`src/oag_pkg.sv`:
```
/*
  Package for the operand address generator: operation, addressing mode
  and branch condition codes, instruction lengths and reset values.
  Assumes a single core clock and a synchronous active-high reset.
*/
package oag_pkg;

  typedef enum logic [4:0] {
    OAG_LOAD_ACCUMULATOR = 5'h00,
    OAG_LOAD_INDEX = 5'h01,
    OAG_STORE_ACCUMULATOR = 5'h02,
    OAG_STORE_INDEX = 5'h03,
    OAG_ADD = 5'h04,
    OAG_ADD_WITH_CARRY = 5'h05,
    OAG_SUBTRACT = 5'h06,
    OAG_SUBTRACT_WITH_BORROW = 5'h07,
    OAG_AND_OP = 5'h08,
    OAG_INCLUSIVE_OR_OP = 5'h09,
    OAG_EXCLUSIVE_OR_OP = 5'h0A,
    OAG_COMPARE_ACCUMULATOR = 5'h0B,
    OAG_COMPARE_INDEX = 5'h0C,
    OAG_BIT_TEST = 5'h0D,
    OAG_UNSIGNED_MULTIPLY = 5'h0E,
    OAG_JUMP_UNCONDITIONAL = 5'h0F,
    OAG_JUMP_TO_SUBROUTINE = 5'h10,
    OAG_SHIFT_LEFT = 5'h11,
    OAG_SHIFT_RIGHT_ARITH = 5'h12,
    OAG_SHIFT_RIGHT_LOGIC = 5'h13,
    OAG_ROTATE_LEFT = 5'h14,
    OAG_ROTATE_RIGHT = 5'h15,
    OAG_CLEAR_OP = 5'h16,
    OAG_COMPLEMENT_OP = 5'h17,
    OAG_INCREMENT_OP = 5'h18,
    OAG_DECREMENT_OP = 5'h19,
    OAG_NEGATE_OP = 5'h1A,
    OAG_TEST_NEGATIVE_ZERO = 5'h1B,
    OAG_BRANCH_CONDITIONAL = 5'h1C,
    OAG_BRANCH_TO_SUBROUTINE = 5'h1D,
    OAG_BRANCH_IF_MEMORY_BIT_SET = 5'h1E,
    OAG_BRANCH_IF_MEMORY_BIT_CLEAR = 5'h1F
  } oag_op_t;

  typedef enum logic [2:0] {
    OAG_MODE_INHERENT = 3'h0,
    OAG_MODE_IMMEDIATE = 3'h1,
    OAG_MODE_DIRECT = 3'h2,
    OAG_MODE_EXTENDED = 3'h3,
    OAG_MODE_INDEX_NO_OFFSET = 3'h4,
    OAG_MODE_INDEX_OFFSET8 = 3'h5,
    OAG_MODE_INDEX_OFFSET16 = 3'h6,
    OAG_MODE_RELATIVE = 3'h7
  } oag_mode_t;

  typedef enum logic [3:0] {
    OAG_COND_ALWAYS = 4'h0,
    OAG_COND_NEVER = 4'h1,
    OAG_COND_HIGHER = 4'h2,
    OAG_COND_LOWER_OR_SAME = 4'h3,
    OAG_COND_CARRY_CLEAR = 4'h4,
    OAG_COND_CARRY_SET = 4'h5,
    OAG_COND_NOT_EQUAL = 4'h6,
    OAG_COND_EQUAL = 4'h7,
    OAG_COND_HALF_CARRY_CLEAR = 4'h8,
    OAG_COND_HALF_CARRY_SET = 4'h9,
    OAG_COND_PLUS = 4'hA,
    OAG_COND_MINUS = 4'hB,
    OAG_COND_MASK_CLEAR = 4'hC,
    OAG_COND_MASK_SET = 4'hD,
    OAG_COND_IRQ_LINE_LOW = 4'hE,
    OAG_COND_IRQ_LINE_HIGH = 4'hF
  } oag_cond_t;

  localparam logic [1:0] OAG_LEN_ONE = 2'h1;
  localparam logic [1:0] OAG_LEN_TWO = 2'h2;
  localparam logic [1:0] OAG_LEN_THREE = 2'h3;
  localparam logic [7:0] OAG_PAGE_ZERO_HIGH = 8'h00;
  localparam logic [7:0] OAG_BYTE_RESET = 8'h00;
  localparam logic [15:0] OAG_WORD_RESET = 16'h0000;

endpackage

```
`src/oag_top.sv`:
```
/*
  Operand address generator and instruction class decoder: checks the
  operation against the addressing mode, gives the length, the operand
  address, the next program counter and the multiply result.
  Assumes the fetch unit presents the decoded operation, the mode and the
  bytes after the opcode together with a one-cycle start pulse.
*/
`timescale 1ns/100ps
// Summary of operation
// - Sixteen-bit offset mode: address is index plus sixteen-bit offset.
// - First byte after opcode is offset high half, second is low.
// - Sixteen-bit offset instructions are three bytes and reach all memory.
// - Sixteen-bit offset only for register/memory ops and jumps, not modify ops.
// - All indexed-list ops accept no-offset and eight-bit offset forms.
// - Relative mode only for branches and bit test branches.
// - Taken branch: program counter plus sign-extended offset byte.
// - Branch not taken: continue at the following instruction.
// - Offset is signed, measured from the next instruction address.
// - Full set of branch conditions including bit tests and subroutine.
// - Multiply accumulator by index; high byte to index, low to accumulator.
// - One operand from accumulator or index, other from memory.
// - Register/memory ops accept direct, extended and indexed modes; immediate for all but stores.
// - Register/memory class: loads, stores, arithmetic, logic, compares, bit test; multiply is not in it.
// - No-offset indexed: index is low byte, high byte zero.
// - Eight-bit offset indexed: index plus byte, up to location 510.
module oag_top
  import oag_pkg::*;
(
  input wire logic i_clk,
  input wire logic i_rst,
  input wire logic i_start,
  input wire oag_pkg::oag_op_t i_op,
  input wire oag_pkg::oag_mode_t i_mode,
  input wire oag_pkg::oag_cond_t i_cond,
  input wire logic [7:0] i_byte1,
  input wire logic [7:0] i_byte2,
  input wire logic [15:0] i_pc,
  input wire logic [7:0] i_acc,
  input wire logic [7:0] i_index,
  input wire logic i_flag_carry,
  input wire logic i_flag_zero,
  input wire logic i_flag_half,
  input wire logic i_flag_negative,
  input wire logic i_flag_mask,
  input wire logic i_mem_bit,
  input wire logic i_irq_pin,
  output logic o_done,
  output logic o_illegal,
  output logic [1:0] o_length,
  output logic [15:0] o_ea,
  output logic o_mem_read,
  output logic o_mem_write,
  output logic o_use_index,
  output logic o_imm_valid,
  output logic [7:0] o_imm_data,
  output logic o_branch_taken,
  output logic [15:0] o_pc_next,
  output logic o_mul_done,
  output logic [7:0] o_mul_acc,
  output logic [7:0] o_mul_index
);
  logic irq_meta_q;
  logic irq_sync_q;
  logic done_q;
  logic illegal_q;
  logic [1:0] length_q;
  logic [15:0] ea_q;
  logic mem_read_q;
  logic mem_write_q;
  logic use_index_q;
  logic imm_valid_q;
  logic [7:0] imm_q;
  logic taken_q;
  logic [15:0] pc_next_q;

  // Instruction class
  wire logic is_mul = (i_op == OAG_UNSIGNED_MULTIPLY);
  wire logic is_regmem = (i_op <= OAG_BIT_TEST);
  wire logic is_store = (i_op == OAG_STORE_ACCUMULATOR) || (i_op == OAG_STORE_INDEX);
  wire logic is_jump = (i_op == OAG_JUMP_UNCONDITIONAL) || (i_op == OAG_JUMP_TO_SUBROUTINE);
  wire logic is_modify = (i_op >= OAG_SHIFT_LEFT) && (i_op <= OAG_TEST_NEGATIVE_ZERO);
  wire logic is_branch = (i_op >= OAG_BRANCH_CONDITIONAL);
  wire logic is_bit_branch = (i_op >= OAG_BRANCH_IF_MEMORY_BIT_SET);
  wire logic mem_mode = (i_mode != OAG_MODE_INHERENT) && (i_mode != OAG_MODE_IMMEDIATE);

  // Mode legality
  wire logic ok_inherent = is_modify || is_mul;
  wire logic ok_immediate = is_regmem && !is_store;
  wire logic ok_direct = is_regmem || is_jump || is_modify;
  wire logic ok_extended = is_regmem || is_jump;
  wire logic ok_index_short = is_regmem || is_jump || is_modify;
  wire logic ok_index_long = is_regmem || is_jump;
  wire logic ok_relative = is_branch;
  wire logic legal =
    (i_mode == OAG_MODE_INHERENT) ? ok_inherent :
    (i_mode == OAG_MODE_IMMEDIATE) ? ok_immediate :
    (i_mode == OAG_MODE_DIRECT) ? ok_direct :
    (i_mode == OAG_MODE_EXTENDED) ? ok_extended :
    (i_mode == OAG_MODE_INDEX_NO_OFFSET) ? ok_index_short :
    (i_mode == OAG_MODE_INDEX_OFFSET8) ? ok_index_short :
    (i_mode == OAG_MODE_INDEX_OFFSET16) ? ok_index_long :
    ok_relative;

  // Instruction length
  wire logic [1:0] length_d =
    ((i_mode == OAG_MODE_INHERENT) || (i_mode == OAG_MODE_INDEX_NO_OFFSET)) ? OAG_LEN_ONE :
    ((i_mode == OAG_MODE_EXTENDED) || (i_mode == OAG_MODE_INDEX_OFFSET16)) ? OAG_LEN_THREE :
    ((i_mode == OAG_MODE_RELATIVE) && is_bit_branch) ? OAG_LEN_THREE :
    OAG_LEN_TWO;

  // Operand address
  wire logic [15:0] offset16 = {i_byte1, i_byte2};
  wire logic [15:0] ea_index0 = {OAG_PAGE_ZERO_HIGH, i_index};
  wire logic [8:0] sum9 = {1'b0, i_byte1} + {1'b0, i_index};
  wire logic [15:0] ea_index8 = {7'h00, sum9};
  wire logic [16:0] sum17 = {1'b0, offset16} + {9'h000, i_index};
  wire logic [15:0] ea_index16 = sum17[15:0];
  wire logic [15:0] ea_direct = {OAG_PAGE_ZERO_HIGH, i_byte1};
  wire logic [15:0] ea_d =
    (i_mode == OAG_MODE_DIRECT) ? ea_direct :
    (i_mode == OAG_MODE_EXTENDED) ? offset16 :
    (i_mode == OAG_MODE_INDEX_NO_OFFSET) ? ea_index0 :
    (i_mode == OAG_MODE_INDEX_OFFSET8) ? ea_index8 :
    (i_mode == OAG_MODE_INDEX_OFFSET16) ? ea_index16 :
    ((i_mode == OAG_MODE_RELATIVE) && is_bit_branch) ? ea_direct :
    OAG_WORD_RESET;

  // Branch condition and target
  wire logic cond_true =
    (i_cond == OAG_COND_ALWAYS) ? 1'b1 :
    (i_cond == OAG_COND_NEVER) ? 1'b0 :
    (i_cond == OAG_COND_HIGHER) ? !(i_flag_carry || i_flag_zero) :
    (i_cond == OAG_COND_LOWER_OR_SAME) ? (i_flag_carry || i_flag_zero) :
    (i_cond == OAG_COND_CARRY_CLEAR) ? !i_flag_carry :
    (i_cond == OAG_COND_CARRY_SET) ? i_flag_carry :
    (i_cond == OAG_COND_NOT_EQUAL) ? !i_flag_zero :
    (i_cond == OAG_COND_EQUAL) ? i_flag_zero :
    (i_cond == OAG_COND_HALF_CARRY_CLEAR) ? !i_flag_half :
    (i_cond == OAG_COND_HALF_CARRY_SET) ? i_flag_half :
    (i_cond == OAG_COND_PLUS) ? !i_flag_negative :
    (i_cond == OAG_COND_MINUS) ? i_flag_negative :
    (i_cond == OAG_COND_MASK_CLEAR) ? !i_flag_mask :
    (i_cond == OAG_COND_MASK_SET) ? i_flag_mask :
    (i_cond == OAG_COND_IRQ_LINE_LOW) ? !irq_sync_q :
    irq_sync_q;
  wire logic taken_d = legal && (
    ((i_op == OAG_BRANCH_CONDITIONAL) && cond_true) ||
    (i_op == OAG_BRANCH_TO_SUBROUTINE) ||
    ((i_op == OAG_BRANCH_IF_MEMORY_BIT_SET) && i_mem_bit) ||
    ((i_op == OAG_BRANCH_IF_MEMORY_BIT_CLEAR) && !i_mem_bit));
  wire logic [7:0] rel_offset = is_bit_branch ? i_byte2 : i_byte1;
  wire logic [15:0] pc_follow = 16'(i_pc + {14'h0000, length_d});
  wire logic [15:0] pc_target = 16'(pc_follow + {{8{rel_offset[7]}}, rel_offset});
  wire logic [15:0] pc_next_d = taken_d ? pc_target : pc_follow;

  // Operand routing
  wire logic use_index_d = (i_op == OAG_LOAD_INDEX) || (i_op == OAG_STORE_INDEX) ||
    (i_op == OAG_COMPARE_INDEX);
  wire logic mem_read_d = legal && mem_mode && !is_store && !is_jump &&
    (is_regmem || is_modify || is_bit_branch);
  wire logic mem_write_d = legal && mem_mode && is_store;
  wire logic imm_valid_d = legal && (i_mode == OAG_MODE_IMMEDIATE);

  always_ff @(posedge i_clk)
  begin
    if (i_rst)
    begin
      irq_meta_q <= 1'b0;
      irq_sync_q <= 1'b0;
    end
    else
    begin
      irq_meta_q <= i_irq_pin;
      irq_sync_q <= irq_meta_q;
    end
  end

  always_ff @(posedge i_clk)
  begin
    if (i_rst)
    begin
      done_q <= 1'b0;
      illegal_q <= 1'b0;
      length_q <= 2'h0;
      ea_q <= OAG_WORD_RESET;
      mem_read_q <= 1'b0;
      mem_write_q <= 1'b0;
      use_index_q <= 1'b0;
      imm_valid_q <= 1'b0;
      imm_q <= OAG_BYTE_RESET;
      taken_q <= 1'b0;
      pc_next_q <= OAG_WORD_RESET;
    end
    else
    begin
      done_q <= i_start;
      mem_read_q <= i_start && mem_read_d;
      mem_write_q <= i_start && mem_write_d;
      imm_valid_q <= i_start && imm_valid_d;
      taken_q <= i_start && taken_d;
      if (i_start)
      begin
        illegal_q <= !legal;
        length_q <= length_d;
        ea_q <= ea_d;
        use_index_q <= use_index_d;
        imm_q <= i_byte1;
        pc_next_q <= pc_next_d;
      end
    end
  end

  oag_multiplier #(.WIDTH(8)) u_mul (
    .i_clk(i_clk),
    .i_rst(i_rst),
    .i_start(i_start && is_mul && (i_mode == OAG_MODE_INHERENT)),
    .i_acc(i_acc),
    .i_index(i_index),
    .o_done(o_mul_done),
    .o_high(o_mul_index),
    .o_low(o_mul_acc)
  );

  assign o_done = done_q;
  assign o_illegal = illegal_q;
  assign o_length = length_q;
  assign o_ea = ea_q;
  assign o_mem_read = mem_read_q;
  assign o_mem_write = mem_write_q;
  assign o_use_index = use_index_q;
  assign o_imm_valid = imm_valid_q;
  assign o_imm_data = imm_q;
  assign o_branch_taken = taken_q;
  assign o_pc_next = pc_next_q;
endmodule

```
`src/oag_multiplier.sv`:
```
/*
  Registered 8x8 unsigned multiplier: high byte for the index register,
  low byte for the accumulator.
  Assumes operands are stable in the cycle of the start pulse.
*/
`timescale 1ns/100ps
module oag_multiplier
  import oag_pkg::*;
#(
  parameter int WIDTH = 8
)
(
  input wire logic i_clk,
  input wire logic i_rst,
  input wire logic i_start,
  input wire logic [WIDTH-1:0] i_acc,
  input wire logic [WIDTH-1:0] i_index,
  output logic o_done,
  output logic [WIDTH-1:0] o_high,
  output logic [WIDTH-1:0] o_low
);
  wire logic [2*WIDTH-1:0] product_d;
  logic [2*WIDTH-1:0] product_q;
  logic done_q;

  assign product_d = i_acc * i_index;

  always_ff @(posedge i_clk)
  begin
    if (i_rst)
    begin
      product_q <= '0;
      done_q <= 1'b0;
    end
    else
    begin
      done_q <= i_start;
      if (i_start)
        product_q <= product_d;
    end
  end

  assign o_done = done_q;
  assign o_high = product_q[2*WIDTH-1:WIDTH];
  assign o_low = product_q[WIDTH-1:0];
endmodule

```
`config.mk`:
```
export PLATFORM = sky130hd
export DESIGN_NAME = oag_top
export DESIGN_NICKNAME = d
export VERILOG_FILES = /design/src/oag_pkg.sv /design/src/oag_top.sv /design/src/oag_multiplier.sv
export SDC_FILE = /design/constraint.sdc
export NUM_CORES = 1
export LEC_CHECK = 0
export ABC_AREA = 1
export BUFFER_PORTS_ARGS = -buffer_cell sky130_fd_sc_hd__buf_2
export CAP_MARGIN = 15
export CORE_UTILIZATION = 52
export CTS_CLUSTER_DIAMETER = 100
export DETAILED_ROUTE_END_ITERATION = 8
export MAX_ROUTING_LAYER = met4
export PLACE_DENSITY = 0.86
export SYNTH_ARGS = -nofsm -noshare
export SYNTH_HDL_FRONTEND = slang
export SYNTH_SLANG_ARGS = --single-unit
```
`constraint.sdc`:
```
create_clock -name i_clk -period 5.2 [get_ports i_clk]
set_clock_uncertainty 0.1 [all_clocks]
set_input_delay 0.78 -clock i_clk [delete_from_list [all_inputs] [get_ports i_clk]]
set_output_delay 0.78 -clock i_clk [all_outputs]
set_load 0.1 [all_outputs]
```
==> results.cfg, run 1 <==
[status]
status = stopped before the end
stop_stage = 5_2_route
firstError = [ERROR DRT-0255] Maze Route cannot find path of net i_clk in worker of routeBox ( 96600 0 ) ( 119325 48300 ).

[placed_design]
gp_congestion = 0.9675
dpl.hpwl_um = 15810
io_buffers = 135

[clock_network]
cts_buffers = 9
cts.sinks = 68
postCtsHoldBufs = 0
post_cts_buffers = 0
cts_max_level = 3
cts_buffer_depth = 2
clock_tree.root_cell = clkbuf_16

[floorplanning]
start_util_pct = 53.63
rows = 42
die_w_um = 119.3
ios = 136
die_h_um = 119.3

[sta]
grt-worst-endpoint = u_mul.product_q[15]$_SDFFE_PP0P_/D
endpoint_type = sequential cell input

[synth]
ys_seq_area_share_pct = 19.02
synth_edf_count = 0
synthFlopType = dfxtp_1
synth_top_area_share_pct = 19.02
yosys_warnings = 0
syn_area_mm2 = 0.007158
synthCells = 1062
syn_area_per_cell_um2 = 6.740
synth_nets = 1241
synthTopCellsByArea = dfxtp_1 (19%), nand2_1 (14%), ha_1 (12%)
yosys.area.top_type = dfxtp_1
async_flop_share_pct = 0
ys_types = 48
synth_seq_cells = 68

[global_routing]
grtUsageTotal_pct = 30.32
grt_overflow = 0
grt_pass1_vias = 7332
grt_start_max_net_pins = 32
grt_pass1_wl_um = 33540
antenna_found_initial = 0
-- what timing repair did --
action	4_1_cts	5_1_grt
endpoints found under the setup margin	0	2
endpoints found under the hold margin	0	0
gates resized for setup	0	2
-- cell usage after synthesis (all sizes together) (2+ instances only) --
| master | instances |
|---|---|
| a211oi | 2 |
| a21o | 4 |
| a21oi | 62 |
| a221oi | 5 |
| a22o | 6 |
| a22oi | 2 |
| a31oi | 5 |
| buf | 6 |
| clkbuf | 30 |
| clkinv | 2 |
| dfxtp | 68 |
| fa | 40 |
| ha | 69 |
| inv | 204 |
| nand2 | 262 |
| nand3 | 52 |
| nand3b | 3 |
| nand4 | 4 |
| nor2 | 81 |
| nor3 | 19 |
| nor4 | 5 |
| o21ai | 52 |
| o21bai | 3 |
| o221ai | 9 |
| o22ai | 9 |
| o31ai | 3 |
| o32ai | 5 |
| or2 | 3 |
| xnor2 | 10 |
| xor2 | 30 |
-- metrics by stage --
stage	area (um2)	setup slack, ns	util [%]	std cells
5_1_grt	8312	0.003455	62.27	1366
4_1_cts	8292	0.3041	62.12	1365
3_5_place_dp	7969	-0.01005	59.70	1349
3_3_place_gp	7969	0.1294	59.70	1349
2_1_floorplan	7158	0.2161	-	1062
-- logic make-up after synthesis --
kind of cell	Yosys count	synth area share [%]
buffers and inverters	242	13.28
DFF	68	19.02
and+or+nand+nor	430	24.94
adders and majority gates	109	23.25
AOI/OAI and AO/OA	173	14.61
xor gates and xnor gates	40	4.894
-- metal layers --
| layer | track usage (%) |
|---|---|
| met1 | 36.12 |
| met2 | 49.82 |
| met3 | 5.508 |
| met4 | 13.83 |
| met5 | - |
==> inputs of run 2 (changes only) <==
--- a/config.mk
+++ b/config.mk
@@ -8,11 +8,9 @@
 export ABC_AREA = 1
 export BUFFER_PORTS_ARGS = -buffer_cell sky130_fd_sc_hd__buf_2
 export CAP_MARGIN = 15
-export CORE_UTILIZATION = 52
-export CTS_CLUSTER_DIAMETER = 100
+export CORE_UTILIZATION = 37
 export DETAILED_ROUTE_END_ITERATION = 8
-export MAX_ROUTING_LAYER = met4
-export PLACE_DENSITY = 0.86
+export PLACE_DENSITY_LB_ADDON = 0.15
 export SYNTH_ARGS = -nofsm -noshare
 export SYNTH_HDL_FRONTEND = slang
 export SYNTH_SLANG_ARGS = --single-unit
==> constraint.sdc (replaced) <==
create_clock -name i_clk -period 6.8 [get_ports i_clk]
set_clock_uncertainty 0.1 [all_clocks]
set_input_delay 1.02 -clock i_clk [delete_from_list [all_inputs] [get_ports i_clk]]
set_output_delay 1.02 -clock i_clk [all_outputs]
set_load 0.1 [all_outputs]
==> run 2 against run 1 <==
  * Synthesized cell count unchanged
  * Global-route usage shrank 8.2 points
  * The flow now finishes without violations
  * Area after synthesis unchanged
==> results.cfg, run 2 <==
[power_and_ir_drop]
power_density_mw_per_mm2 = 210.1
power.total_mw = 1.749
p_leak_nw = 4.640
internal-power_mw = 0.9811
swShare_pct = 43.89
pwr-share-clk_pct = 27.9
seqPwrFrac_pct = 24.4
p_comb_share_pct = 47.7
max-vdd-ir-drop_mv = 0.1198
p_sw_mw = 0.7676

[clock_network]
cts_buffers = 9
postCtsHoldBufs = 0
clk_latency_ns = 0.34
cts.sinks = 68
cts_buffer_depth = 2
cts_max_level = 3
cts_resized = 0
post_cts_buffers = 0
clk_pin_slew_ns = 0.06
clock_tree.root_cell = clkbuf_16
cts_tree = built

[final_layout]
area_delta_synth_final_pct = 16.26
design_area_mm2 = 0.008322
layout_common_cells = nand2_1 (259), inv_1 (201), buf_2 (135), nor2_1 (78), ha_1 (69)
layoutNonFillerInstCount = 1442
layout.nets = 1356
diodes = 0
nFillCells = 2025
layout-drive-gt1-share_pct = 14.81
layout.cells.most_common = nand2_1

[worst_setup_path]
r2r_start = irq_sync_q$_SDFF_PP0_
regToRegSetupSlack_ns = 4.38
endpoint_kind = register
crit_required_ns = 6.97
crit_path_max_fanout = 11
crit_type = in -> reg
r2r-end = o_pc_next[12]$_SDFFE_PP0P_
cp.arrival_ns = 5.32
crit_path_start = i_index[4]
crit_path_end = u_mul.product_q[15]$_SDFFE_PP0P_
reg2regPathDepth = 23
start_kind = input port

[synth]
synthTopCellsByArea = dfxtp_1 (19%), nand2_1 (14%), ha_1 (12%)
async_flop_share_pct = 0
netlist_top_cells_count = nand2_1 (259), inv_1 (201), nor2_1 (79)
synth.area.mux_share_pct = 0
synth_compound_area_share_pct = 14.61
synth_nets = 1241
synth_top_area_share_pct = 19.02
ys_types = 48
synthCells = 1062
synthAdderAreaFrac_pct = 23.25
synth_top_family_by_area = simple AND/OR/NAND/NOR gates
synth_xor_area_share_pct = 4.894
yosys.area.top_type = dfxtp_1
synthFlopType = dfxtp_1
yosys_warnings = 0
synth_seq_cells = 68
syn_area_mm2 = 0.007158
synth_most_common_cell = nand2_1
synthSimpleGateAreaFrac_pct = 24.94
ys_seq_area_share_pct = 19.02
syn_area_per_cell_um2 = 6.740
synth_edf_count = 0

[global_routing]
grt_pass1_wl_um = 34400
grt_overflow = 0
grtUsageTotal_pct = 22.15
antenna_found_initial = 0
grt_pass1_vias = 6723
grt_start_max_net_pins = 32

[floorplanning]
die_h_um = 141.1
rows = 50
start_util_pct = 38.01
die_area_mm2 = 0.01991
ios = 136
coreArea_mm2 = 0.01883
die_w_um = 141.1

[detailed_routing]
via_per_inst = 4.911
drt_pass1_iterations = 5
remaining_drc_errors = 0
ant_nets = 0
avgRoutedWirePerCell_um = 14.76
wirelength_um = 21280
vias = 7082
drt_iter0_drc = 360

[run]
drv_cap = 0

[status]
status = finished, final reports clean

[placed_design]
dp.cells = 1426
gp_congestion = 0.9301
dpl-instance-area_mm2 = 0.008021
io_buffers = 135
dpl.hpwl_um = 17150

[sta]
slew_violations = 0
period_share_pct = 75.79
setup_viol = 0
tns_ns = 0
max_freq_mhz = 194.0
relSlewSlack_pct = 27.65
hold_violations = 0
rsz0062_at_grt = false
fin_crit_ns = 5.154
tightest_slew_ns = 1.081

[hold_path]
hold_class = reg -> reg
min_from = irq_meta_q$_SDFF_PP0_
## run 2: cell families (layout without fill, tap and decap cells)
group	after synthesis	after routing
adder cells (fa/ha/maj)	109	109
AO/OA/AOI/OAI	173	173
AND/OR/NAND/NOR	430	430
buffers and inverters	242	362
XOR/XNOR	40	40
flip-flops	68	68
## run 2: power groups by stage
stage / registers (mW) / clock network [mW] / logic, mW
floorplan: 0.558 / 0 / 0.517
global placement: 0.436 / 0 / 0.838
detailed placement: 0.436 / 0 / 0.839
CTS: 0.427 / 0.499 / 0.843
global route: 0.428 / 0.517 / 0.945
finish: 0.427 / 0.489 / 0.833
## run 2: how the worst min path moves through the flow
| stage | end | slack [ns] | depth (start not counted) |
|---|---|---|---|
| 2_1_floorplan | irq_sync_q$_SDFF_PP0_ | 0.29 | 2 |
| 3_3_place_gp | irq_sync_q$_SDFF_PP0_ | 0.29 | 2 |
| 3_5_place_dp | irq_sync_q$_SDFF_PP0_ | 0.30 | 2 |
| 4_1_cts | irq_sync_q$_SDFF_PP0_ | 0.31 | 2 |
| 5_1_grt | irq_sync_q$_SDFF_PP0_ | 0.32 | 2 |
| 6_report | irq_sync_q$_SDFF_PP0_ | 0.31 | 2 |
## run 2: final cells by class
cell class | count | area, um2 | area share [%]
Tap cell | 260 | 325.3 | 3.909
Clock inverter | 7 | 75.07 | 0.9021
Inverter | 206 | 773.2 | 9.292
Timing Repair Buffer | 140 | 713.2 | 8.570
Sequential cell | 68 | 1361 | 16.36
Clock buffer | 9 | 225.2 | 2.706
Multi-Input combinational cell | 752 | 4848 | 58.26
## run 2: metal layers
layer  global-route usage, %  wire length [um]  up-vias  share of wire [%]
met2                   37.29              9980      177                 47
met1                   29.41             10010     3261                 47
met3                   2.955               917       26                4.3
met5                       0                 0        -                  0
li1                        -                 -     3618                  -
met4                   6.579               378        0                1.8
## run 2: worst max-delay path, stage by stage
cell	delay [ns]
buf_2	0.23
nand2_1	0.12
fa_1	0.46
fa_1	0.56
fa_1	0.44
fa_1	0.54
inv_1	0.04
ha_1	0.34
nand3b_1	0.10
nand2_1	0.11
a21oi_1	0.08
o21bai_1	0.20
nand2_1	0.08
nand2_1	0.07
a21oi_1	0.08
o21ai_0	0.21
nand2_1	0.10
nand2_1	0.07
a21oi_1	0.06
or2_2	0.27
a31oi_1	0.14
## run 2: metrics by stage
stage	hold slack (ns)	util, %	setup slack [ns]
detailed placement	0.2993	42.60	1.291
finish	0.3085	44.19	1.646
global route	0.3184	44.19	1.248
global placement	0.2900	42.60	1.394
floorplan	0.2883	-	1.576
CTS	0.3071	44.19	1.645
(Power assumes the default switching activity.)
==> inputs of run 3 (changes only) <==
==> constraint.sdc (replaced) <==
create_clock -name i_clk -period 4.1 [get_ports i_clk]
set_clock_uncertainty 0.1 [all_clocks]
set_input_delay 0.615 -clock i_clk [delete_from_list [all_inputs] [get_ports i_clk]]
set_output_delay 0.615 -clock i_clk [all_outputs]
set_load 0.1 [all_outputs]
==> run 3 against run 2 <==
  * The flow now finishes with violations (setup timing)
  * Design area up 16%
  * Setup slack lost 1.7 ns
  * Cell count up 7.6%
  * Sequential share of layout area shrank 2.3 points
  * First-iteration DRC count increased by 0.83%
  * Flip-flop and latch count unchanged
  * Sequential power increased by 66%
  * Die area did not move
  * Worst hold slack better by 0.014 ns
  * Core utilization increased by 7.3 points
  * Routed wire length increased by 2.9%
  * Highest routed layer unchanged
==> results.cfg, run 3 (synthesized netlist as in run 2, its figures left out) <==
[floorplanning]
die_area_mm2 = 0.01991
ios = 136
die_h_um = 141.1
coreArea_mm2 = 0.01883
die_w_um = 141.1
rows = 50
start_util_pct = 38.01

[detailed_routing]
avgRoutedWirePerCell_um = 14.13
drt_pass1_iterations = 5
via_per_inst = 4.776
ant_nets = 0
remaining_drc_errors = 0
drt_iter0_drc = 363
vias = 7408
wirelength_um = 21910

[sta]
relSlewSlack_pct = 48.76
period_share_pct = 101.9
tns_ns = -0.1474
hold_slack_ns = 0.3229
fin_crit_ns = 4.177
slew_violations = 0
setup_viol = 2
hold_violations = 0
worst_slack_ns = -0.07730
rsz0062_at_grt = true
tightest_slew_ns = 0.7678
max_freq_mhz = 239.4

[run]
drv_cap = 0

[worst_setup_path]
reg2regPathDepth = 23
regToRegSetupSlack_ns = 1.63
cp.arrival_ns = 4.36
max_stage_delay_ns = 0.55
crit_required_ns = 4.28
endpoint_kind = register
crit_type = in -> reg
crit_slowest_cell = fa_1
r2r-end = o_pc_next[15]$_SDFFE_PP0P_
critical_path.cell_chain = buf_12, nand2_2, fa_1, inv_2, ha_4, inv_2, fa_1, fa_1, inv_2, ha_4, a21oi_2, nand2_2, buf_4, buf_4, buf_4, buf_4, buf_4, buf_4, buf_4, buf_4, xor2_2, a21oi_1
critPathMostFrequentCell = buf_4
crit_path_max_fanout = 8
r2r_start = irq_sync_q$_SDFF_PP0_
start_kind = input port

[global_routing]
antenna_found_initial = 0
grt_start_max_net_pins = 30
grt_pass1_wl_um = 34250
grt_overflow = 0
grtUsageTotal_pct = 21.91
grt_pass1_vias = 6867

[placed_design]
gp_congestion = 0.9194
dpl.hpwl_um = 17370
io_buffers = 135
dpl-instance-area_mm2 = 0.008805

[power_and_ir_drop]
p_comb_share_pct = 56.3
power_density_mw_per_mm2 = 358.2
pwr-share-clk_pct = 23.4
p_sw_mw = 1.454
max-vdd-ir-drop_mv = 0.2082
internal-power_mw = 2.019
swShare_pct = 41.86
seqPwrFrac_pct = 20.3
p_leak_nw = 5.253

[clock_network]
clock_tree.root_cell = clkbuf_16
cts_max_level = 3
cts_buffer_depth = 2
cts.sinks = 68
clk_latency_ns = 0.34
cts_tree = built
cts_buffers = 9
clk_pin_slew_ns = 0.07

[status]
violations = setup timing
status = finished, violations left

[final_layout]
layout-drive-gt1-share_pct = 28.37
final_util_pct = 51.48
layout.cells.most_common = nand2_1
layout_common_cells = nand2_1 (242), inv_1 (184), buf_2 (120), buf_4 (115), nor2_1 (72)
area_delta_synth_final_pct = 35.43
layout.nets = 1464
design_area_mm2 = 0.009694

[hold_path]
min_from = irq_meta_q$_SDFF_PP0_
hold_depth = 2
hold-path-endpoint = irq_sync_q$_SDFF_PP0_
hold_class = reg -> reg
[run 3: cell type report]
cell class / instances / area, um2
inverters: 206 / 773.2
clock buffers: 9 / 225.2
flip-flops and latches: 68 / 1361
diodes: 1 / 2.502
clock inverters: 7 / 73.82
multi-input cells: 752 / 5271
repair buffers: 248 / 1662
fillers: 1924 / 9136
well taps: 260 / 325.3
[run 3: power groups by stage]
stage / combinational, mW / sequential [mW] / clock (mW)
global placement: 1.67 / 0.721 / 0
detailed placement: 1.68 / 0.721 / 0
floorplan: 0.953 / 0.926 / 0
global route: 2.16 / 0.709 / 0.848
finish: 1.96 / 0.707 / 0.811
CTS: 1.79 / 0.707 / 0.821
[run 3: how the worst max path moves through the flow]
stage                           from                               end  cells after the start
after floorplan             i_acc[2]  u_mul.product_q[15]$_SDFFE_PP0P_                     23
after global placement      i_acc[2]  u_mul.product_q[15]$_SDFFE_PP0P_                     23
after detailed placement    i_acc[2]  u_mul.product_q[15]$_SDFFE_PP0P_                     23
after CTS                 i_index[4]  u_mul.product_q[15]$_SDFFE_PP0P_                     21
after global routing        i_acc[2]  u_mul.product_q[15]$_SDFFE_PP0P_                     21
final                       i_acc[3]   u_mul.product_q[7]$_SDFFE_PP0P_                     22
[run 3: critical path: cells and delay by family]
kind                       cells  cell delay (ns)
AOI/OAI and AO/OA              2             0.25
xor gates and xnor gates       1             0.13
adders and majority gates      5             2.02
buffers and inverters         12             1.22
and+or+nand+nor                2             0.14
[run 3: through the flow]
step | worst slack [ns] | instances | power, mW
detailed placement | -0.6828 | 1521 | 2.401
global placement | -0.6498 | 1521 | 2.392
global route | -0.2233 | 1550 | 3.720
finish | -0.07730 | 1551 | 3.473
floorplan | -0.3490 | 1062 | 1.879
CTS | -0.1611 | 1546 | 3.316
[run 3: routing by layer]
metal / up-vias / global-route usage, % / wire, um
li1: 3840 / - / -
met5: - / 0 / 0
met1: 3394 / 31.07 / 10670
met3: 15 / 3.804 / 1216
met4: 0 / 4.176 / 206
met2: 159 / 34.81 / 9814
[run 3: what timing repair did]
item                                    CTS  global route
gates cloned                              0             0
buffers inserted                          9             4
gates resized for setup                  29            97
endpoints found under the setup margin    6            14
pin swaps                                17            61
hold buffers                              0             0
==> inputs of run 4 (changes only) <==
--- a/config.mk
+++ b/config.mk
@@ -11,6 +11,8 @@
 export CORE_UTILIZATION = 37
 export DETAILED_ROUTE_END_ITERATION = 8
 export PLACE_DENSITY_LB_ADDON = 0.15
+export REMOVE_ABC_BUFFERS = 1
 export SYNTH_ARGS = -nofsm -noshare
 export SYNTH_HDL_FRONTEND = slang
+export SYNTH_HIERARCHICAL = 1
 export SYNTH_SLANG_ARGS = --single-unit
==> run 4 against run 3 <==
  * The flow now finishes without violations
  * Largest cell class unchanged
  * Design area fell by 0.52%
  * Die area rose by 5.6%
  * Routed wire length rose by 3.1%
  * Setup slack improved by 0.29 ns
  * Area after synthesis rose by 5.7%
  * Flip-flop and latch count did not move
  * Cell count rose by 3.5%
  * Combinational power fell by 4%
  * Critical endpoint is now u_mul/product_q[12]$_SDFFE_PP0P_
  * Total power rose by 3.8%
  * Maximum frequency rose by 7.4%
  * Register-to-register slack improved by 0.24 ns
==> results.cfg, run 4 <==
[status]
status = finished, final reports clean

[synth]
synth.area.mux_share_pct = 0
netlist_top_cells_count = nand2_1 (294), inv_1 (206), nor2_1 (82)
yosys.area.top_type = dfxtp_1
synth_most_common_cell = nand2_1
synthSimpleGateAreaFrac_pct = 29.85
yosys_warnings = 6
synth_xor_area_share_pct = 4.052
synth_seq_cells = 68
synth_top_area_share_pct = 17.99
ys_seq_area_share_pct = 17.99
synth_top_family_by_area = simple AND/OR/NAND/NOR gates
synthTopCellsByArea = dfxtp_1 (18%), nand2_1 (15%), ha_1 (11%)
synthCells = 1133
synth_compound_area_share_pct = 12.34
synthAdderAreaFrac_pct = 21.99
async_flop_share_pct = 0
syn_area_mm2 = 0.007566
ys_types = 53
synth_edf_count = 0
synthFlopType = dfxtp_1
syn_area_per_cell_um2 = 6.678

[final_layout]
layout_common_cells = nand2_1 (283), inv_1 (204), buf_2 (135), buf_4 (90), nor2_1 (74)
area_delta_synth_final_pct = 27.47
layoutNonFillerInstCount = 1605
design_area_mm2 = 0.009644
diodes = 0
layout.cells.most_common = nand2_1
layout-drive-gt1-share_pct = 25.52
layout.nets = 1514

[power_and_ir_drop]
seqPwrFrac_pct = 19.6
p_comb_share_pct = 52.3
power_density_mw_per_mm2 = 373.7
pwr-share-clk_pct = 28.1
p_sw_mw = 1.514
max-vdd-ir-drop_mv = 0.2677
power.total_mw = 3.604
internal-power_mw = 2.090
swShare_pct = 42.01
p_leak_nw = 5.383

[worst_setup_path]
regToRegSetupSlack_ns = 1.87
r2r_start = irq_sync_q$_SDFF_PP0_
crit_path_max_fanout = 8
endpoint_kind = register
crit_path_start = i_index[7]
start_kind = input port
crit_type = in -> reg
crit_required_ns = 4.25
cp.arrival_ns = 4.04
reg2regPathDepth = 23
crit_path_end = u_mul/product_q[12]$_SDFFE_PP0P_
r2r-end = o_pc_next[6]$_SDFFE_PP0P_

[detailed_routing]
vias = 7729
drt_iter0_drc = 348
wirelength_um = 22600
via_per_inst = 4.816
ant_nets = 0
drt_pass1_iterations = 5
avgRoutedWirePerCell_um = 14.08
remaining_drc_errors = 0

[placed_design]
io_buffers = 135
dp.cells = 1586
dpl.hpwl_um = 18070
dpl-instance-area_mm2 = 0.009065
gp_congestion = 0.9048

[global_routing]
grt_pass1_vias = 7434
antenna_found_initial = 0
grt_pass1_wl_um = 37730
grt_overflow = 0
grtUsageTotal_pct = 22.28
grt_start_max_net_pins = 27

[sta]
setup_viol = 0
slew_violations = 0
fin_crit_ns = 3.891
relSlewSlack_pct = 29.31
period_share_pct = 94.90
hold_violations = 0
tightest_slew_ns = 1.059
tns_ns = 0
max_freq_mhz = 257.0

[floorplanning]
coreArea_mm2 = 0.01978
start_util_pct = 38.25
ios = 136
die_area_mm2 = 0.02103
die_h_um = 145
die_w_um = 145
rows = 51

[clock_network]
clock_tree.root_cell = clkbuf_16
clk_pin_slew_ns = 0.06
clk_latency_ns = 0.35
cts_max_level = 3
postCtsHoldBufs = 0
cts.sinks = 68
cts_buffers = 9
cts_buffer_depth = 2
cts_tree = built

[run]
drv_cap = 0

[hold_path]
hold_class = reg -> reg
## run 4: changes by cell type in the layout (fill, tap and decap cells not counted), moves of 6 or more
cell	before	now
nand3_2	5	14
buf_4	115	90
a21oi_2	10	2
inv_1	184	204
nand2_4	4	11
o21ai_0	42	35
nor3_1	14	7
nand4_1	4	11
nand2_1	242	283
nand3_1	46	62
buf_2	120	135
buf_6	6	0
## run 4: layer usage
metal	track usage, %	routed length [um]	vias up
met2	37.62	10570	212
met1	28.88	10360	3489
met5	0	0	-
met4	6.809	493	0
met3	3.648	1169	37
li1	-	-	3991
## run 4: cell type report
type	count	area, um2
Fill cell	2064	10140
Clock inverter	6	133.9
Timing Repair Buffer	226	1371
Tap cell	265	331.6
Sequential cell	68	1361
Clock buffer	10	239.0
Inverter	226	849.6
Multi-Input combinational cell	804	5358
## run 4: kinds of logic (layout without fill, tap and decap cells)
group,count (synthesis),count (layout)
flip-flops,68,68
XOR/XNOR,35,35
adder cells (fa/ha/maj),109,109
AND/OR/NAND/NOR,507,507
buffers and inverters,261,468
AO/OA/AOI/OAI,153,153
## run 4: per-stage QoR
stage,setup slack (ns),hold slack (ns),util [%]
final,0.2093,0.3051,48.75
after global routing,-0.03765,0.3296,48.75
after CTS,0.02444,0.3089,47.71
after detailed placement,-0.3289,0.2988,45.83
after global placement,-0.2953,0.2947,45.83
after floorplan,-0.5717,0.2883,-
## run 4: what timing repair did
item,CTS,global route
gates resized for setup,0,42
setup buffers,0,3
endpoints found under the setup margin,0,13
## run 4: worst min-delay path by stage
stage	start	to	slack, ns	cells past startpoint
4_1_cts	irq_meta_q$_SDFF_PP0_	irq_sync_q$_SDFF_PP0_	0.31	2
5_1_grt	irq_meta_q$_SDFF_PP0_	irq_sync_q$_SDFF_PP0_	0.33	2
2_1_floorplan	irq_meta_q$_SDFF_PP0_	irq_sync_q$_SDFF_PP0_	0.29	2
6_report	irq_meta_q$_SDFF_PP0_	irq_sync_q$_SDFF_PP0_	0.31	2
3_3_place_gp	irq_meta_q$_SDFF_PP0_	irq_sync_q$_SDFF_PP0_	0.29	2
3_5_place_dp	irq_meta_q$_SDFF_PP0_	irq_sync_q$_SDFF_PP0_	0.30	2
## run 4: power by group through the flow
stage	clock network (mW)	registers [mW]	logic, mW
2_1_floorplan	0	0.926	1.02
3_3_place_gp	0	0.722	1.76
3_5_place_dp	0	0.722	1.76
4_1_cts	1.04	0.707	1.77
5_1_grt	1.06	0.711	2.12
6_report	1.01	0.708	1.88
## run 4: critical path, cell delays in order
cell and delay (ns):
buf_2 0.13, buf_4 0.17, nand2_1 0.09, fa_1 0.54
inv_1 0.06, fa_1 0.51, fa_1 0.52, ha_1 0.32
ha_2 0.38, nand2_1 0.13, nor2_2 0.15, nand3_1 0.12
nand4_1 0.12, nand3_1 0.08, nand2_1 0.07, inv_1 0.03
